$ cat config.mk
export PLATFORM = sky130hd
export DESIGN_NAME = iowfd_decoder
export DESIGN_NICKNAME = d
export VERILOG_FILES = /design/src/shared/iowfd_pkg.sv /design/src/shared/iowfd_cfg_if.sv /design/src/core/iowfd_window_regs.sv /design/src/core/iowfd_decoder.sv
export SDC_FILE = /design/constraint.sdc
export NUM_CORES = 1
export LEC_CHECK = 0
export BUFFER_PORTS_ARGS = -buffer_cell sky130_fd_sc_hd__buf_2
export CAP_MARGIN = 10
export CORE_ASPECT_RATIO = 2
export CORE_MARGIN = 2
export CORE_UTILIZATION = 52
export DETAILED_ROUTE_END_ITERATION = 7
export PLACE_DENSITY = 0.8
export SLEW_MARGIN = 0
export SYNTH_ARGS = -nofsm -noshare
export SYNTH_HDL_FRONTEND = slang
export SYNTH_SLANG_ARGS = --single-unit
$ cat constraint.sdc
create_clock -name mclk_in -period 2 [get_ports mclk_in]
set_input_delay 0.1 -clock mclk_in [delete_from_list [all_inputs] [get_ports mclk_in]]
set_output_delay 0.1 -clock mclk_in [all_outputs]
set_load 0.005 [all_outputs]
$ cat src/shared/iowfd_pkg.sv
/*
 * constants for the i/o window forwarding decoder: configuration
 * offsets, field positions, reset values and bus command codes.
 * assumes a 32-bit configuration dword port addressed by byte offset.
 */
// Overview of operation
// - in-range addresses go down; everything else goes up, no gaps
// - addresses pass unchanged; one flat space, no translation
// - i/o enable clear: every primary i/o transaction is ignored
// - master enable gates all secondary i/o and memory forwarding
// - i/o inside base..limit goes down; outside goes up
// - base above limit disables window: nothing down, all i/o up
// - base low twelve bits are zero, 4KB alignment
// - limit low twelve bits are all ones, top of 4KB block
// - base low byte: upper nibble is bits 15:12, lower nibble reads 1h
// - base upper half register, fully writable, gives bits 31:16
// - limit held like base: low byte nibble plus writable upper half
// - reset sets base to zero and limit to 0fffh
// - isa mode acts only in window and when address bits 31:16 are zero
// - isa on: in-window top 768 bytes of each 1KB below 64KB not sent downstream
// - isa and master enable: top 768 bytes below 64KB go upstream
// - at or above 64KB only the window comparison decides
package iowfd_pkg;

    // ------------------------------------------------------------------
    // configuration offsets (byte addresses)
    // ------------------------------------------------------------------
    localparam logic [7:0] IOWFD_BASE_LOW_OFF = 8'h1c;
    localparam logic [7:0] IOWFD_LIMIT_LOW_OFF = 8'h1d;
    localparam logic [7:0] IOWFD_BASE_UP_OFF = 8'h30;
    localparam logic [7:0] IOWFD_LIMIT_UP_OFF = 8'h32;

    // ------------------------------------------------------------------
    // field positions and fixed values
    // ------------------------------------------------------------------
    localparam int IOWFD_GRAN_LSB = 12;
    localparam int IOWFD_UPPER_LSB = 16;
    localparam int IOWFD_NIB_LSB = 4;
    localparam int IOWFD_ISA_HI = 9;
    localparam int IOWFD_ISA_LO = 8;
    localparam logic [3:0] IOWFD_CAP_32BIT = 4'h1;
    localparam logic [11:0] IOWFD_BASE_FILL = 12'h000;
    localparam logic [11:0] IOWFD_LIMIT_FILL = 12'hfff;
    localparam logic [15:0] IOWFD_LOW64K_UPPER = 16'h0000;

    // ------------------------------------------------------------------
    // reset values of the whole window addresses
    // ------------------------------------------------------------------
    localparam logic [31:0] IOWFD_BASE_RST = 32'h0000_0000;
    localparam logic [31:0] IOWFD_LIMIT_RST = 32'h0000_0fff;

    // ------------------------------------------------------------------
    // bus command codes
    // ------------------------------------------------------------------
    localparam logic [3:0] IOWFD_CMD_IO_RD = 4'h2;
    localparam logic [3:0] IOWFD_CMD_IO_WR = 4'h3;
    localparam logic [3:0] IOWFD_CMD_MEM_RD = 4'h6;
    localparam logic [3:0] IOWFD_CMD_MEM_WR = 4'h7;
    localparam logic [3:0] IOWFD_CMD_MEM_RDM = 4'hc;
    localparam logic [3:0] IOWFD_CMD_MEM_RDL = 4'he;
    localparam logic [3:0] IOWFD_CMD_MEM_WRI = 4'hf;

    // ------------------------------------------------------------------
    // timing: address phase to decision, in clock cycles
    // ------------------------------------------------------------------
    localparam int IOWFD_DEC_LATENCY = 1;

endpackage

$ cat src/shared/iowfd_cfg_if.sv
/*
 * carrier between the decoder top and its window register file.
 * assumes both ends run on the same clock.
 */
`timescale 1ns/1ps
`default_nettype none
interface iowfd_cfg_if;
    logic wr;
    logic rd;
    logic [7:0] addr;
    logic [3:0] be;
    logic [31:0] wdata;
    logic [31:0] rdata;
    logic rack;
    logic rhit;
    logic [31:0] base_addr;
    logic [31:0] limit_addr;

    modport regs (
        input wr, rd, addr, be, wdata,
        output rdata, rack, rhit, base_addr, limit_addr
    );
    modport dec (
        output wr, rd, addr, be, wdata,
        input rdata, rack, rhit, base_addr, limit_addr
    );
endinterface
`default_nettype wire

$ cat src/core/iowfd_window_regs.sv
/*
 * i/o base and limit configuration registers with dword read/write.
 * assumes one access at a time, dword aligned byte offset, byte enables.
 */
`timescale 1ns/1ps
`default_nettype none
module iowfd_window_regs
    import iowfd_pkg::*;
(
    // clock and reset
    input wire logic mclk_in,
    input wire logic srst_in,
    // register side of the carrier
    iowfd_cfg_if.regs cfg
);

    // ------------------------------------------------------------------
    // storage
    // ------------------------------------------------------------------
    logic [3:0] base_nib_reg, base_nib_next;
    logic [3:0] limit_nib_reg, limit_nib_next;
    logic [15:0] base_up_reg, base_up_next;
    logic [15:0] limit_up_reg, limit_up_next;
    logic [31:0] rdata_reg, rdata_next;
    logic rack_reg, rack_next;
    logic rhit_reg, rhit_next;
    logic low_sel;
    logic up_sel;

    // dword selects
    assign low_sel = (cfg.addr[7:2] == IOWFD_BASE_LOW_OFF[7:2]);
    assign up_sel = (cfg.addr[7:2] == IOWFD_BASE_UP_OFF[7:2]);

    // next values of the fields and the read answer
    always_comb begin
        base_nib_next = base_nib_reg;
        limit_nib_next = limit_nib_reg;
        base_up_next = base_up_reg;
        limit_up_next = limit_up_reg;
        rdata_next = rdata_reg;
        rack_next = cfg.rd;
        rhit_next = rhit_reg;
        if (cfg.wr && low_sel) begin
            if (cfg.be[IOWFD_BASE_LOW_OFF[1:0]]) begin
                base_nib_next = cfg.wdata[7:4];
            end
            if (cfg.be[IOWFD_LIMIT_LOW_OFF[1:0]]) begin
                limit_nib_next = cfg.wdata[15:12];
            end
        end
        if (cfg.wr && up_sel) begin
            if (cfg.be[0]) base_up_next[7:0] = cfg.wdata[7:0];
            if (cfg.be[1]) base_up_next[15:8] = cfg.wdata[15:8];
            if (cfg.be[2]) limit_up_next[7:0] = cfg.wdata[23:16];
            if (cfg.be[3]) limit_up_next[15:8] = cfg.wdata[31:24];
        end
        if (cfg.rd) begin
            rhit_next = low_sel || up_sel;
            if (low_sel) begin
                // lower nibbles read back the 32-bit capability code
                rdata_next = {16'h0000, limit_nib_reg, IOWFD_CAP_32BIT,
                              base_nib_reg, IOWFD_CAP_32BIT};
            end else if (up_sel) begin
                rdata_next = {limit_up_reg, base_up_reg};
            end else begin
                rdata_next = 32'h0000_0000;
            end
        end
        if (srst_in) begin
            base_nib_next = IOWFD_BASE_RST[15:12];
            limit_nib_next = IOWFD_LIMIT_RST[15:12];
            base_up_next = IOWFD_BASE_RST[31:16];
            limit_up_next = IOWFD_LIMIT_RST[31:16];
            rdata_next = 32'h0000_0000;
            rack_next = 1'b0;
            rhit_next = 1'b0;
        end
    end

    // register stage
    always_ff @(posedge mclk_in) begin
        base_nib_reg <= base_nib_next;
        limit_nib_reg <= limit_nib_next;
        base_up_reg <= base_up_next;
        limit_up_reg <= limit_up_next;
        rdata_reg <= rdata_next;
        rack_reg <= rack_next;
        rhit_reg <= rhit_next;
    end

    // full window addresses with the implied low bits
    assign cfg.base_addr = {base_up_reg, base_nib_reg,
                            IOWFD_BASE_FILL};
    assign cfg.limit_addr = {limit_up_reg, limit_nib_reg,
                             IOWFD_LIMIT_FILL};
    assign cfg.rdata = rdata_reg;
    assign cfg.rack = rack_reg;
    assign cfg.rhit = rhit_reg;

endmodule
`default_nettype wire

$ cat src/core/iowfd_decoder.sv
/*
 * i/o forwarding decoder of the bridge: judges each address phase on
 * the primary and secondary bus and says whether to claim and forward.
 * assumes address phases are single-cycle strobes synchronous to mclk_in
 * and that command, i/o enable, master enable and isa enable come from
 * the surrounding configuration logic as levels.
 */
`timescale 1ns/1ps
`default_nettype none
module iowfd_decoder
    import iowfd_pkg::*;
#(
    parameter int ADDR_W = 32
)
(
    // clock and reset
    input wire logic mclk_in,
    input wire logic srst_in,
    // configuration dword port
    input wire logic cfg_wr_in,
    input wire logic cfg_rd_in,
    input wire logic [7:0] cfg_addr_in,
    input wire logic [3:0] cfg_be_in,
    input wire logic [31:0] cfg_wdata_in,
    output logic [31:0] cfg_rdata_out,
    output logic cfg_rack_out,
    output logic cfg_rhit_out,
    // command and bridge control bits
    input wire logic io_enable_in,
    input wire logic master_enable_in,
    input wire logic isa_enable_in,
    // primary bus address phase
    input wire logic p_addr_valid_in,
    input wire logic [ADDR_W-1:0] p_addr_in,
    input wire logic [3:0] p_cmd_in,
    // primary decision
    output logic p_dec_valid_out,
    output logic p_claim_out,
    output logic p_isa_excl_out,
    output logic [ADDR_W-1:0] p_fwd_addr_out,
    output logic [3:0] p_fwd_cmd_out,
    // secondary bus address phase
    input wire logic s_addr_valid_in,
    input wire logic [ADDR_W-1:0] s_addr_in,
    input wire logic [3:0] s_cmd_in,
    // secondary decision
    output logic s_dec_valid_out,
    output logic s_claim_out,
    output logic s_mem_pass_out,
    output logic s_isa_excl_out,
    output logic [ADDR_W-1:0] s_fwd_addr_out,
    output logic [3:0] s_fwd_cmd_out,
    // window status
    output logic win_open_out
);

    // ------------------------------------------------------------------
    // helper functions
    // ------------------------------------------------------------------

    // i/o read or i/o write
    function automatic logic is_io(input logic [3:0] cmd);
        is_io = (cmd == IOWFD_CMD_IO_RD) || (cmd == IOWFD_CMD_IO_WR);
    endfunction

    // any memory command the bridge forwards
    function automatic logic is_mem(input logic [3:0] cmd);
        is_mem = (cmd == IOWFD_CMD_MEM_RD) || (cmd == IOWFD_CMD_MEM_WR) ||
                 (cmd == IOWFD_CMD_MEM_RDM) ||
                 (cmd == IOWFD_CMD_MEM_RDL) ||
                 (cmd == IOWFD_CMD_MEM_WRI);
    endfunction

    // inclusive window compare; base above limit never matches
    function automatic logic in_window(input logic [31:0] addr,
                                       input logic [31:0] base,
                                       input logic [31:0] limit);
        in_window = (addr >= base) && (addr <= limit);
    endfunction

    // isa hole: top 768 bytes of a 1KB block inside the first 64KB
    function automatic logic isa_hole(input logic [31:0] addr,
                                      input logic isa_en);
        logic low64k;
        logic upper3q;
        low64k = (addr[31:IOWFD_UPPER_LSB] ==
                  IOWFD_LOW64K_UPPER);
        upper3q = (addr[IOWFD_ISA_HI:IOWFD_ISA_LO] != 2'b00);
        isa_hole = isa_en && low64k && upper3q;
    endfunction

    // ------------------------------------------------------------------
    // window register file
    // ------------------------------------------------------------------
    iowfd_cfg_if cfg_bus ();

    // hand the configuration port to the register file
    assign cfg_bus.wr = cfg_wr_in;
    assign cfg_bus.rd = cfg_rd_in;
    assign cfg_bus.addr = cfg_addr_in;
    assign cfg_bus.be = cfg_be_in;
    assign cfg_bus.wdata = cfg_wdata_in;

    iowfd_window_regs u_regs (
        .mclk_in(mclk_in),
        .srst_in(srst_in),
        .cfg(cfg_bus)
    );

    // read answer comes from the register file flip-flops
    assign cfg_rdata_out = cfg_bus.rdata;
    assign cfg_rack_out = cfg_bus.rack;
    assign cfg_rhit_out = cfg_bus.rhit;

    // ------------------------------------------------------------------
    // address-phase compare, combinational
    // ------------------------------------------------------------------
    logic [31:0] p_addr32;
    logic [31:0] s_addr32;
    logic p_in_win;
    logic s_in_win;
    logic p_hole;
    logic s_hole;
    logic p_is_io;
    logic s_is_io;
    logic s_is_mem;

    // widen the bus address to the compare width
    assign p_addr32 = 32'(p_addr_in);
    assign s_addr32 = 32'(s_addr_in);

    // window and isa compares on both buses
    assign p_in_win = in_window(p_addr32, cfg_bus.base_addr,
                                cfg_bus.limit_addr);
    assign s_in_win = in_window(s_addr32, cfg_bus.base_addr,
                                cfg_bus.limit_addr);
    assign p_hole = isa_hole(p_addr32, isa_enable_in);
    assign s_hole = isa_hole(s_addr32, isa_enable_in);

    // command classes
    assign p_is_io = is_io(p_cmd_in);
    assign s_is_io = is_io(s_cmd_in);
    assign s_is_mem = is_mem(s_cmd_in);

    // ------------------------------------------------------------------
    // primary decision stage
    // ------------------------------------------------------------------
    logic p_dec_valid_reg, p_dec_valid_next;
    logic p_claim_reg, p_claim_next;
    logic p_isa_excl_reg, p_isa_excl_next;
    logic [ADDR_W-1:0] p_fwd_addr_reg, p_fwd_addr_next;
    logic [3:0] p_fwd_cmd_reg, p_fwd_cmd_next;

    // downstream claim: enabled i/o inside the window, outside isa holes
    always_comb begin
        p_dec_valid_next = p_addr_valid_in;
        p_claim_next = p_claim_reg;
        p_isa_excl_next = p_isa_excl_reg;
        p_fwd_addr_next = p_fwd_addr_reg;
        p_fwd_cmd_next = p_fwd_cmd_reg;
        if (p_addr_valid_in) begin
            p_claim_next = io_enable_in && p_is_io && p_in_win &&
                           !p_hole;
            p_isa_excl_next = p_is_io && p_in_win && p_hole;
            p_fwd_addr_next = p_addr_in;
            p_fwd_cmd_next = p_cmd_in;
        end
        if (srst_in) begin
            p_dec_valid_next = 1'b0;
            p_claim_next = 1'b0;
            p_isa_excl_next = 1'b0;
            p_fwd_addr_next = '0;
            p_fwd_cmd_next = 4'h0;
        end
    end

    // primary registers
    always_ff @(posedge mclk_in) begin
        p_dec_valid_reg <= p_dec_valid_next;
        p_claim_reg <= p_claim_next;
        p_isa_excl_reg <= p_isa_excl_next;
        p_fwd_addr_reg <= p_fwd_addr_next;
        p_fwd_cmd_reg <= p_fwd_cmd_next;
    end

    // ------------------------------------------------------------------
    // secondary decision stage
    // ------------------------------------------------------------------
    logic s_dec_valid_reg, s_dec_valid_next;
    logic s_claim_reg, s_claim_next;
    logic s_mem_pass_reg, s_mem_pass_next;
    logic s_isa_excl_reg, s_isa_excl_next;
    logic [ADDR_W-1:0] s_fwd_addr_reg, s_fwd_addr_next;
    logic [3:0] s_fwd_cmd_reg, s_fwd_cmd_next;

    // upstream claim: for i/o, the address complement of the downstream set, gated by master enable instead of i/o enable
    always_comb begin
        s_dec_valid_next = s_addr_valid_in;
        s_claim_next = s_claim_reg;
        s_mem_pass_next = s_mem_pass_reg;
        s_isa_excl_next = s_isa_excl_reg;
        s_fwd_addr_next = s_fwd_addr_reg;
        s_fwd_cmd_next = s_fwd_cmd_reg;
        if (s_addr_valid_in) begin
            s_claim_next = master_enable_in && s_is_io &&
                           (!s_in_win || s_hole);
            // memory ranges are judged elsewhere; only the enable gate here
            s_mem_pass_next = master_enable_in && s_is_mem;
            s_isa_excl_next = s_is_io && s_in_win && s_hole;
            s_fwd_addr_next = s_addr_in;
            s_fwd_cmd_next = s_cmd_in;
        end
        if (srst_in) begin
            s_dec_valid_next = 1'b0;
            s_claim_next = 1'b0;
            s_mem_pass_next = 1'b0;
            s_isa_excl_next = 1'b0;
            s_fwd_addr_next = '0;
            s_fwd_cmd_next = 4'h0;
        end
    end

    // secondary registers
    always_ff @(posedge mclk_in) begin
        s_dec_valid_reg <= s_dec_valid_next;
        s_claim_reg <= s_claim_next;
        s_mem_pass_reg <= s_mem_pass_next;
        s_isa_excl_reg <= s_isa_excl_next;
        s_fwd_addr_reg <= s_fwd_addr_next;
        s_fwd_cmd_reg <= s_fwd_cmd_next;
    end

    // ------------------------------------------------------------------
    // window status
    // ------------------------------------------------------------------
    logic win_open_reg, win_open_next;

    // window is live only while base does not exceed limit
    always_comb begin
        win_open_next = (cfg_bus.base_addr <= cfg_bus.limit_addr);
        if (srst_in) begin
            win_open_next = 1'b0;
        end
    end

    // status register
    always_ff @(posedge mclk_in) begin
        win_open_reg <= win_open_next;
    end

    // ------------------------------------------------------------------
    // outputs
    // ------------------------------------------------------------------
    assign p_dec_valid_out = p_dec_valid_reg;
    assign p_claim_out = p_claim_reg;
    assign p_isa_excl_out = p_isa_excl_reg;
    assign p_fwd_addr_out = p_fwd_addr_reg;
    assign p_fwd_cmd_out = p_fwd_cmd_reg;
    assign s_dec_valid_out = s_dec_valid_reg;
    assign s_claim_out = s_claim_reg;
    assign s_mem_pass_out = s_mem_pass_reg;
    assign s_isa_excl_out = s_isa_excl_reg;
    assign s_fwd_addr_out = s_fwd_addr_reg;
    assign s_fwd_cmd_out = s_fwd_cmd_reg;
    assign win_open_out = win_open_reg;

endmodule
`default_nettype wire

==> run_results.csv, run 1 <==
group,metric,value,unit
critical_path,ff2ff_setup_slack,0.07,ns
global_routing,grt_max_degree,70,
placement,placed_area,9640,µm²
critical_path,crit_start,"u_regs.limit_up_reg[13]",
power_and_ir_drop,p_leak,5.39,nW
sta,slew_headroom,0.594,
floorplanning,start_util,0.529,
synth,syn_area,8050,µm²
global_routing,use_met3,0.0604,
sta,setup_viol,0,
synth,synth_area_leaders,"dfxtp_1, ha_1, mux2i_1, nor2_1, a21oi_1",
global_routing,grt_use_total,0.329,
clock_network,clk_path_buf_depth,2,
global_routing,met1_usage,0.333,
detailed_routing,detail-route-antenna-nets,0,
synth,async_flop_share,0,
floorplanning,die_width,92.0,µm
floorplanning,rows,64,
finish,utilization,0.742,
global_routing,overflow,0,
clock_network,cts_tree,"done",
critical_path,ff2ff_path_depth,8,
synth,synth_top_cell_area_share,0.383,
outcome,status,"complete, no violations",
global_routing,grt_use_met2,0.594,
synth,ys_types,46,
critical_path,r2r-end,"p_isa_excl_out",
detailed_routing,viasPerCell,5.68,
critical_path,cp_data_required_time,2.34,ns
placement,gp_congestion,0.950,
floorplanning,pin_count,239,
sta,period_share,0.967,
sta,clock.fmax,517,MHz
sta,min_period,1.93,ns
synth,ys_warn_count,0,
finish,multi_input_area,4810,µm²
clock_network,clock_latency,0.43,ns
global_routing,first_global_vias,8294,
clock_network,clk_pin_slew_worst_paths,0.06,ns
synth,ys_seq_area_frac,0.383,
global_routing,busiest_layer,"met2",
hold_path,min_to,"p_fwd_addr_out[20]",
clock_network,numClockSinks,154,
sta,fin_ws,0.0666,ns
synth,yosysTopAreaCell,"dfxtp_1",
synth,ys_seq_elements,154,
floorplanning,die-area,16600,µm²
synth,syn_inst,880,
power_and_ir_drop,powerDensity,647,nW/µm²
finish,drive_above_1_share,0.293,
hold_path,holdCritPathClass,"in2reg",
synth,synth_edf_count,0,
floorplanning,die-height,180,µm
placement,port_buffers,236,
finish,nets,1445,
finish,seqCellArea,3100,µm²
critical_path,cp-start-kind,"flip-flop",
sta,slew_viol_final,0,
synth,synth_flop_cell,"dfxtp_1",
sta,finalHoldWorstSlack,0.0167,ns
synth,synth_nets,1104,
synth,syn_area_per_cell,9.15,µm²
placement,hpwlAfterDp,19500,µm
placement,post-place-ws,-0.0430,ns
critical_path,end_kind,"flip-flop",
clock_network,htreeDepth,4,
detailed_routing,drc_errors,0,
hold_path,holdPathStages,3,
clock_network,cts_root_buf,"clkbuf_16",
detailed_routing,drt_pre_antenna_iters,5,
placement,dp_cells,1310,
detailed_routing,wl_per_cell,19.2,µm
critical_path,path_max_fanout,2,
hold_path,hp-start,"p_addr_in[20]",
detailed_routing,dr_total_vias,8134,
clock_network,cts_buffers,17,
sta,fin_skew,0.00862,ns
sta,hold_viol_final,0,
flow_run,max-cap-violations,0,
detailed_routing,first_iter_violations,452,
sta,tightest_slew,0.608,ns
detailed_routing,totalWireLength,27600,µm
finish,finalNonFillerCells,1433,
critical_path,r2r_start,"u_regs.limit_up_reg[13]",
sta,fin_tns_setup,0,ns
critical_path,arrival,2.27,ns
critical_path,worstSetupPathType,"reg2reg",
power_and_ir_drop,ir_worst_vdd,0.626,mV
global_routing,grt_pass1_wl,42500,µm
finish,fin_area,11300,µm²
finish,area_growth,40.3,%
finish,nFillCells,1109,
floorplanning,coreArea,15200,µm²
power_and_ir_drop,fin_total_pwr,7.30,mW
global_routing,antenna_found_initial,1,
-- timing repair --
item | CTS | global route
endpoints found under the hold margin | 90 | 0
buffers inserted | 4 | 3
resized for setup | 7 | 36
pin swaps | 4 | 11
endpoints found under the setup margin | 2 | 5
hold buffers | 83 | 0
-- power breakdown --
group / switching (mW) / leakage, nW / internal [mW] / total, mW
clock: 1.38 / 0.260 / 1.64 / 3.02
sequential: 0.0517 / 1.26 / 3.17 / 3.22
combinational: 0.546 / 3.86 / 0.515 / 1.06
-- synthesized netlist by cell type (all sizes together), types with 2 or more instances --
cell       n
buf       13
ha        99
o311ai     2
nand2b    28
a21o      10
or4        6
a31oi      2
and3       4
nor2b      6
a211oi    11
nand4     28
nor4      13
o21ai     20
a22oi     10
a21oi     67
nor2     141
nand2     28
nand3     31
inv       44
dfxtp    154
and4       3
nor3       7
mux2i    112
clkbuf    28
o2111ai    3
-- worst max path at each step --
stage	to	slack [ns]	cells past startpoint
after floorplan	s_claim_out	0.17	8
after global placement	s_claim_out	0.009	8
after detailed placement	s_claim_out	-0.04	8
after CTS	s_claim_out	0.001	10
after global routing	p_isa_excl_out	-0.04	8
final	p_isa_excl_out	0.07	8
-- cell families (layout without fill, tap and decap cells) --
kind of cell    after synthesis  after routing  share of synthesized area
compound gates              131            131                     0.0970
buf+inv                      85            439                     0.0427
fa+ha+maj                    99             99                      0.154
flops                       154            154                      0.383
simple gates                299            299                      0.184
other cells                   0              1                          0
mux                         112            112                      0.139
-- routing by layer --
metal  up-vias  wire [µm]
met1      3762       9620
met2       407      14300
met3       139       1540
met4         0       2140
met5         -          0
li1       3826          -
-- cell usage in the layout (no fill, tap or decap), types with 2 or more instances in the layout --
master and count:
dfxtp_2 9, nand4_1 27, nor4_2 3, inv_6 4, mux2i_1 112, nand3_1 25
clkinv_4 5, nand2_1 28, and3_1 4, a21oi_1 66, buf_4 39, dfxtp_1 144
a211oi_1 11, inv_2 10, a22oi_1 10, nand2b_1 27, o2111ai_1 3, buf_12 5
nand3_2 5, nor2_1 140, a21o_1 10, inv_1 34, or4_1 6, clkinvlp_4 4
ha_1 90, ha_4 9, nor2b_1 5, buf_2 235, clkbuf_16 17, and4_1 3
nor4_4 2, o311ai_1 2, dlygate4sd3_1 83, o21ai_0 14, o21ai_1 5, nor4_1 8
nor3_1 6
-- worst max-delay path, cell delays in order, from the launching register on --
cell     delay [ns]
dfxtp_2        0.34
inv_1          0.07
buf_4          0.15
ha_1           0.29
nand4_1        0.13
nor3_1         0.35
and3_1         0.21
a21oi_1        0.05
o31ai_1        0.25
-- layout make-up --
| type | instances | share of cell area |
|---|---|---|
| repair buffers | 363 | 0.214 |
| inverters | 44 | 0.0146 |
| multi-input cells | 641 | 0.426 |
| diodes | 1 | 0.000222 |
| clock inverters | 14 | 0.0101 |
| flip-flops and latches | 154 | 0.274 |
| well taps | 198 | 0.0219 |
| clock buffers | 18 | 0.0389 |
Power figures use the tool's default switching activity.
==> run 2, diff against run 1 <==
--- a/config.mk
+++ b/config.mk
@@ -9,9 +9,9 @@
 export CAP_MARGIN = 10
 export CORE_ASPECT_RATIO = 2
 export CORE_MARGIN = 2
-export CORE_UTILIZATION = 52
+export CORE_UTILIZATION = 47
 export DETAILED_ROUTE_END_ITERATION = 7
-export PLACE_DENSITY = 0.8
+export PLACE_DENSITY = 0.77
 export SLEW_MARGIN = 0
 export SYNTH_ARGS = -nofsm -noshare
 export SYNTH_HDL_FRONTEND = slang
==> constraint.sdc (replaced) <==
create_clock -name mclk_in -period 1.75 [get_ports mclk_in]
set_input_delay 0.0875 -clock mclk_in [delete_from_list [all_inputs] [get_ports mclk_in]]
set_output_delay 0.0875 -clock mclk_in [all_outputs]
set_load 0.005 [all_outputs]
==> run 2 against run 1 <==
  * The run now ends with setup timing left
  * Clock skew up 0.0014 ns
  * First-iteration DRC count shrank 19%
  * Worst setup slack lost 0.28 ns
  * Routed wire length is 6.7% higher
  * Critical path depth decreased by 1
  * Die area is 10% higher
  * Global-route usage decreased by 1.1 points
  * Sequential power up 15%
  * Cell area up 6.6%
  * Via count increased by 2.1%
==> run_results.csv, run 2 (synthesized netlist as in run 1, its figures left out) <==
group,metric,value,unit
sta,rsz0062_at_grt,"true",
finish,drive_above_1_share,0.358,
detailed_routing,totalWireLength,29400,µm
global_routing,use_met3,0.0478,
sta,clock.fmax,510,MHz
placement,hpwlAfterDp,21000,µm
sta,tightest_slew,0.437,ns
placement,port_buffers,236,
placement,dp_cells,1378,
global_routing,grt_max_degree,64,
global_routing,met1_usage,0.333,
critical_path,end_kind,"flip-flop",
sta,setup_viol,4,
floorplanning,pin_count,239,
global_routing,first_global_vias,8538,
placement,placed_area,10100,µm²
critical_path,critical_path.top_delay_family,"simple AND/OR/NAND/NOR gates",
clock_network,cts_buffers,17,
finish,final_cell_mix,"buf_2, nor2_1, dfxtp_1",
clock_network,cts_tree,"done",
clock_network,htreeDepth,4,
detailed_routing,viasPerCell,5.55,
flow_run,max-cap-violations,0,
clock_network,clk_path_buf_depth,2,
power_and_ir_drop,power.switching,2.26,mW
placement,post-place-ws,-0.346,ns
detailed_routing,drt_pre_antenna_iters,5,
clock_network,numClockSinks,154,
critical_path,max_stage_delay,0.37,ns
global_routing,grt_use_total,0.319,
power_and_ir_drop,p_int,6.54,mW
global_routing,overflow,0,
outcome,violations,"setup timing",
power_and_ir_drop,ir_worst_vdd,0.751,mV
critical_path,cp-start-kind,"flip-flop",
finish,area_growth,49.6,%
critical_path,arrival,2.25,ns
critical_path,cp_num_buf_inv,1,
sta,hold_viol_final,0,
power_and_ir_drop,power_frac_comb,0.149,
sta,min_period,1.96,ns
detailed_routing,wl_per_cell,19.7,µm
global_routing,busiest_layer,"met2",
clock_network,cts_root_buf,"clkbuf_16",
global_routing,grt_use_met2,0.555,
detailed_routing,first_iter_violations,367,
sta,slew_headroom,0.706,
detailed_routing,detail-route-antenna-nets,0,
critical_path,worstSetupPathType,"reg2reg",
critical_path,path_cells,"inv_2 > ha_4 > nand4_1 > nor4_4 > nand3_2 > a31oi_4 > a31oi_1",
finish,fin_area,12000,µm²
global_routing,grt_pass1_wl,43900,µm
power_and_ir_drop,powerDensity,732,nW/µm²
floorplanning,die-area,18300,µm²
hold_path,holdCritPathClass,"in2reg",
global_routing,antenna_found_initial,0,
detailed_routing,drc_errors,0,
power_and_ir_drop,p_sw_frac,0.257,
sta,slew_viol_final,0,
finish,final_common_cell,"buf_2",
sta,period_share,1.12,
floorplanning,die_width,96.5,µm
floorplanning,coreArea,16800,µm²
critical_path,cp_data_required_time,2.04,ns
floorplanning,start_util,0.480,
sta,fin_skew,0.0100,ns
power_and_ir_drop,pwr-share-clk,0.432,
finish,nets,1502,
critical_path,path_max_fanout,3,
placement,gp_congestion,0.997,
power_and_ir_drop,seq_power_share,0.418,
power_and_ir_drop,p_leak,5.72,nW
outcome,status,"finished, violations left",
finish,finalNonFillerCells,1497,
clock_network,clock_latency,0.43,ns
floorplanning,die-height,189,µm
sta,fin_ws,-0.209,ns
detailed_routing,dr_total_vias,8307,
clock_network,clk_pin_slew_worst_paths,0.07,ns
floorplanning,rows,67,
critical_path,crit_slowest_cell,"dfxtp_1",
-- run 2: timing repair --
action | 4_1_cts | 5_1_grt
setup endpoints to repair | 5 | 5
endpoints found under the hold margin | 86 | 0
hold buffers | 81 | 0
pin swaps | 20 | 21
buffers inserted | 2 | 5
resized for setup | 45 | 42
-- run 2: cell type report --
cell class              instances  area (µm²)
diodes                          1        2.50
clock buffers                  19         443
clock inverters                11         148
fillers                      1239        4730
inverters                      44         165
multi-input cells             641        5070
flip-flops and latches        154        3100
well taps                     207         259
repair buffers                420        2850
-- run 2: stage by stage --
stage                     hold WS, ns   util  total power [mW]  TNS [ns]
final                          0.0150  0.718              8.81    -0.560
after global routing           0.0152  0.718              9.12     -1.01
after CTS                     0.00547  0.703              8.75    -0.387
after detailed placement        0.332  0.604              4.81     -1.03
after global placement          0.317  0.604              4.79    -0.997
after floorplan                 0.231      -              4.26         0
-- run 2: worst register-to-register path, cell delays in order (launching register included) --
cell	delay [ns]
dfxtp_1	0.37
inv_2	0.09
ha_4	0.28
nand4_1	0.27
nor4_4	0.36
nand3_2	0.12
a31oi_4	0.23
a31oi_1	0.12
-- run 2: layer usage --
metal	up-vias	wire length [µm]
met2	360	15200
li1	3927	-
met3	136	1420
met1	3884	10500
met5	-	0
met4	0	2280
-- run 2: path summary, 6_finish.rpt --
| check | from | end | slack, ns | cells after the start |
|---|---|---|---|---|
| worst min register to register | u_regs.cfg.rdata[2] | u_regs.cfg.rdata[2] | 0.46 | 2 |
| worst max-delay path | u_regs.limit_up_reg[9] | s_claim_out | -0.21 | 7 |
| worst max register to register | u_regs.limit_up_reg[9] | s_claim_out | -0.21 | 7 |
| worst min-delay path | p_addr_in[20] | p_fwd_addr_out[20] | 0.01 | 3 |
-- run 2: power by group through the flow --
| stage | sequential [mW] | combinational (mW) | clock [mW] |
|---|---|---|---|
| after detailed placement | 3.76 | 1.05 | 0 |
| after global placement | 3.75 | 1.03 | 0 |
| after floorplan | 3.77 | 0.493 | 0 |
| after global routing | 3.70 | 1.42 | 4.00 |
| final | 3.69 | 1.32 | 3.81 |
| after CTS | 3.68 | 1.24 | 3.83 |
==> run 3, diff against run 2 <==
--- a/config.mk
+++ b/config.mk
@@ -7,11 +7,14 @@
 export LEC_CHECK = 0
 export BUFFER_PORTS_ARGS = -buffer_cell sky130_fd_sc_hd__buf_2
 export CAP_MARGIN = 10
+export CELL_PAD_IN_SITES_DETAIL_PLACEMENT = 0
+export CELL_PAD_IN_SITES_GLOBAL_PLACEMENT = 1
 export CORE_ASPECT_RATIO = 2
 export CORE_MARGIN = 2
-export CORE_UTILIZATION = 47
+export CORE_UTILIZATION = 35
 export DETAILED_ROUTE_END_ITERATION = 7
-export PLACE_DENSITY = 0.77
+export PLACE_DENSITY_LB_ADDON = 0.1
+export REMOVE_ABC_BUFFERS = 1
 export SLEW_MARGIN = 0
 export SYNTH_ARGS = -nofsm -noshare
 export SYNTH_HDL_FRONTEND = slang
==> run 3 against run 2 <==
  * The flow still finishes with violations (setup timing)
  * Critical path depth grew 1
  * Maximum frequency grew 7.5%
  * Sequential share of layout area shrank 0.66 points
  * Non-clock buffer count grew 21
  * Sequential power is essentially flat
  * Cell area grew 3.3%
  * Total power grew 0.85%
  * Clock power grew 2%
  * Worst hold slack gained 0.016 ns
==> run_results.csv, run 3 (synthesized netlist as in run 1, its figures left out) <==
group,metric,value,unit
sta,fin_skew,0.00507,ns
placement,port_buffers,236,
detailed_routing,detail-route-antenna-nets,0,
floorplanning,coreArea,22600,µm²
sta,hold_viol_final,0,
finish,final_cell_mix,"buf_2, nor2_1, dfxtp_1",
critical_path,crit_slowest_cell,"or4_1",
sta,slew_viol_final,0,
sta,setup_viol,4,
sta,fin_ws,-0.0731,ns
sta,period_share,1.04,
global_routing,antenna_found_initial,0,
global_routing,grt_pass1_wl,44800,µm
floorplanning,pin_count,239,
global_routing,grt_use_total,0.242,
finish,area_growth,54.5,%
detailed_routing,drt_pre_antenna_iters,5,
outcome,status,"finished, violations left",
clock_network,cts_root_buf,"clkbuf_16",
outcome,violations,"setup timing",
critical_path,cp-start-kind,"input pin",
power_and_ir_drop,p_leak,5.90,nW
placement,post-place-ws,-0.453,ns
global_routing,first_global_vias,8267,
detailed_routing,dr_total_vias,7999,
floorplanning,die-height,218,µm
detailed_routing,drc_errors,0,
global_routing,overflow,0,
finish,finalNonFillerCells,1590,
detailed_routing,first_iter_violations,248,
placement,dp_cells,1470,
clock_network,htreeDepth,4,
clock_network,clk_path_buf_depth,2,
finish,utilization,0.549,
sta,min_period,1.82,ns
critical_path,max_stage_delay,0.59,ns
clock_network,numClockSinks,154,
clock_network,clk_pin_slew_worst_paths,0.06,ns
power_and_ir_drop,fin_total_pwr,8.88,mW
sta,clock.fmax,549,MHz
placement,gp_congestion,0.874,
critical_path,arrival,2.18,ns
detailed_routing,wl_per_cell,18.6,µm
critical_path,cp_data_required_time,2.11,ns
power_and_ir_drop,ir_worst_vdd,0.710,mV
critical_path,worstSetupPathType,"in2reg",
floorplanning,die_width,111,µm
floorplanning,rows,78,
hold_path,holdCritPathClass,"in2reg",
placement,hpwlAfterDp,23200,µm
critical_path,path_cells,"dlygate4sd3_1 > buf_2 > or4_1 > nor4_4 > o311ai_4 > nand4_1 > nand2_1 > o31ai_1",
sta,slew_headroom,0.668,
finish,drive_above_1_share,0.382,
clock_network,cts_tree,"done",
finish,nets,1523,
floorplanning,start_util,0.355,
clock_network,clock_latency,0.45,ns
critical_path,path_max_fanout,2,
clock_network,cts_buffers,17,
global_routing,grt_max_degree,49,
flow_run,max-cap-violations,0,
finish,final_common_cell,"buf_2",
critical_path,cp_num_buf_inv,2,
critical_path,end_kind,"flip-flop",
detailed_routing,totalWireLength,29600,µm
sta,rsz0062_at_grt,"true",
detailed_routing,viasPerCell,5.03,
sta,finalHoldWorstSlack,0.0310,ns
power_and_ir_drop,powerDensity,714,nW/µm²
critical_path,critical_path.top_delay_family,"simple AND/OR/NAND/NOR gates",
floorplanning,die-area,24300,µm²
finish,antennaDiodeCount,0,
sta,tightest_slew,0.494,ns
-- run 3: changes by cell type in the layout (fill, tap and decap cells not counted), sizes merged, moves of 2 or more --
cell / delta
dlygate4sd3: +7
buf: +14
clkbuf: +2
clkinvlp: -3
-- run 3: worst paths after layout --
path | cells past startpoint | slack (ns) | to | start
max | 8 | -0.07 | p_isa_excl_out | p_addr_in[2]
min reg2reg | 2 | 0.46 | u_regs.cfg.rdata[27] | u_regs.cfg.rdata[27]
max reg2reg | 8 | -0.05 | s_claim_out | u_regs.base_up_reg[9]
min | 3 | 0.03 | s_fwd_addr_out[23] | s_addr_in[23]
-- run 3: worst reg2reg max path: cells and delay by family (launching register included) --
| family | cells | cell delay [ns] |
|---|---|---|
| adders and majority gates | 1 | 0.28 |
| DFF | 1 | 0.36 |
| buffers and inverters | 1 | 0.06 |
| AOI/OAI and AO/OA | 3 | 0.38 |
| and+or+nand+nor | 3 | 0.61 |
-- run 3: layout make-up --
class | instances | area [µm²]
Tap cell | 280 | 350
Timing Repair Buffer | 441 | 3000
Inverter | 44 | 173
Fill cell | 2181 | 10200
Clock inverter | 9 | 148
Clock buffer | 21 | 450
Multi-Input combinational cell | 641 | 5190
Sequential cell | 154 | 3120
-- run 3: per-layer routing --
layer  vias up  routed length, µm  track usage
li1       3957                  -            -
met1      3793              10300        0.230
met2       198              17000        0.490
met3        51                960       0.0413
met4         0               1310        0.117
met5         -                  0            0
-- run 3: report_power, final --
part | switching [mW] | internal [mW]
registers | 0.0577 | 3.62
clock network | 1.48 | 2.39
logic | 0.654 | 0.671
total | 2.19 | 6.69
-- run 3: timing repair --
item | 4_1_cts | 5_1_grt
cloned | 0 | 0
hold buffers | 88 | 0
setup endpoints to repair | 5 | 7
pin swaps | 27 | 21
endpoints found under the hold margin | 91 | 0
resized for setup | 99 | 32
buffers inserted | 1 | 2
-- run 3: stage by stage --
step / setup TNS, ns / area [µm²]
floorplan: -163.36 / 7870
global placement: -1.59 / 10300
detailed placement: -1.74 / 10300
CTS: -0.175 / 12300
global route: -0.598 / 12400
finish: -0.193 / 12400
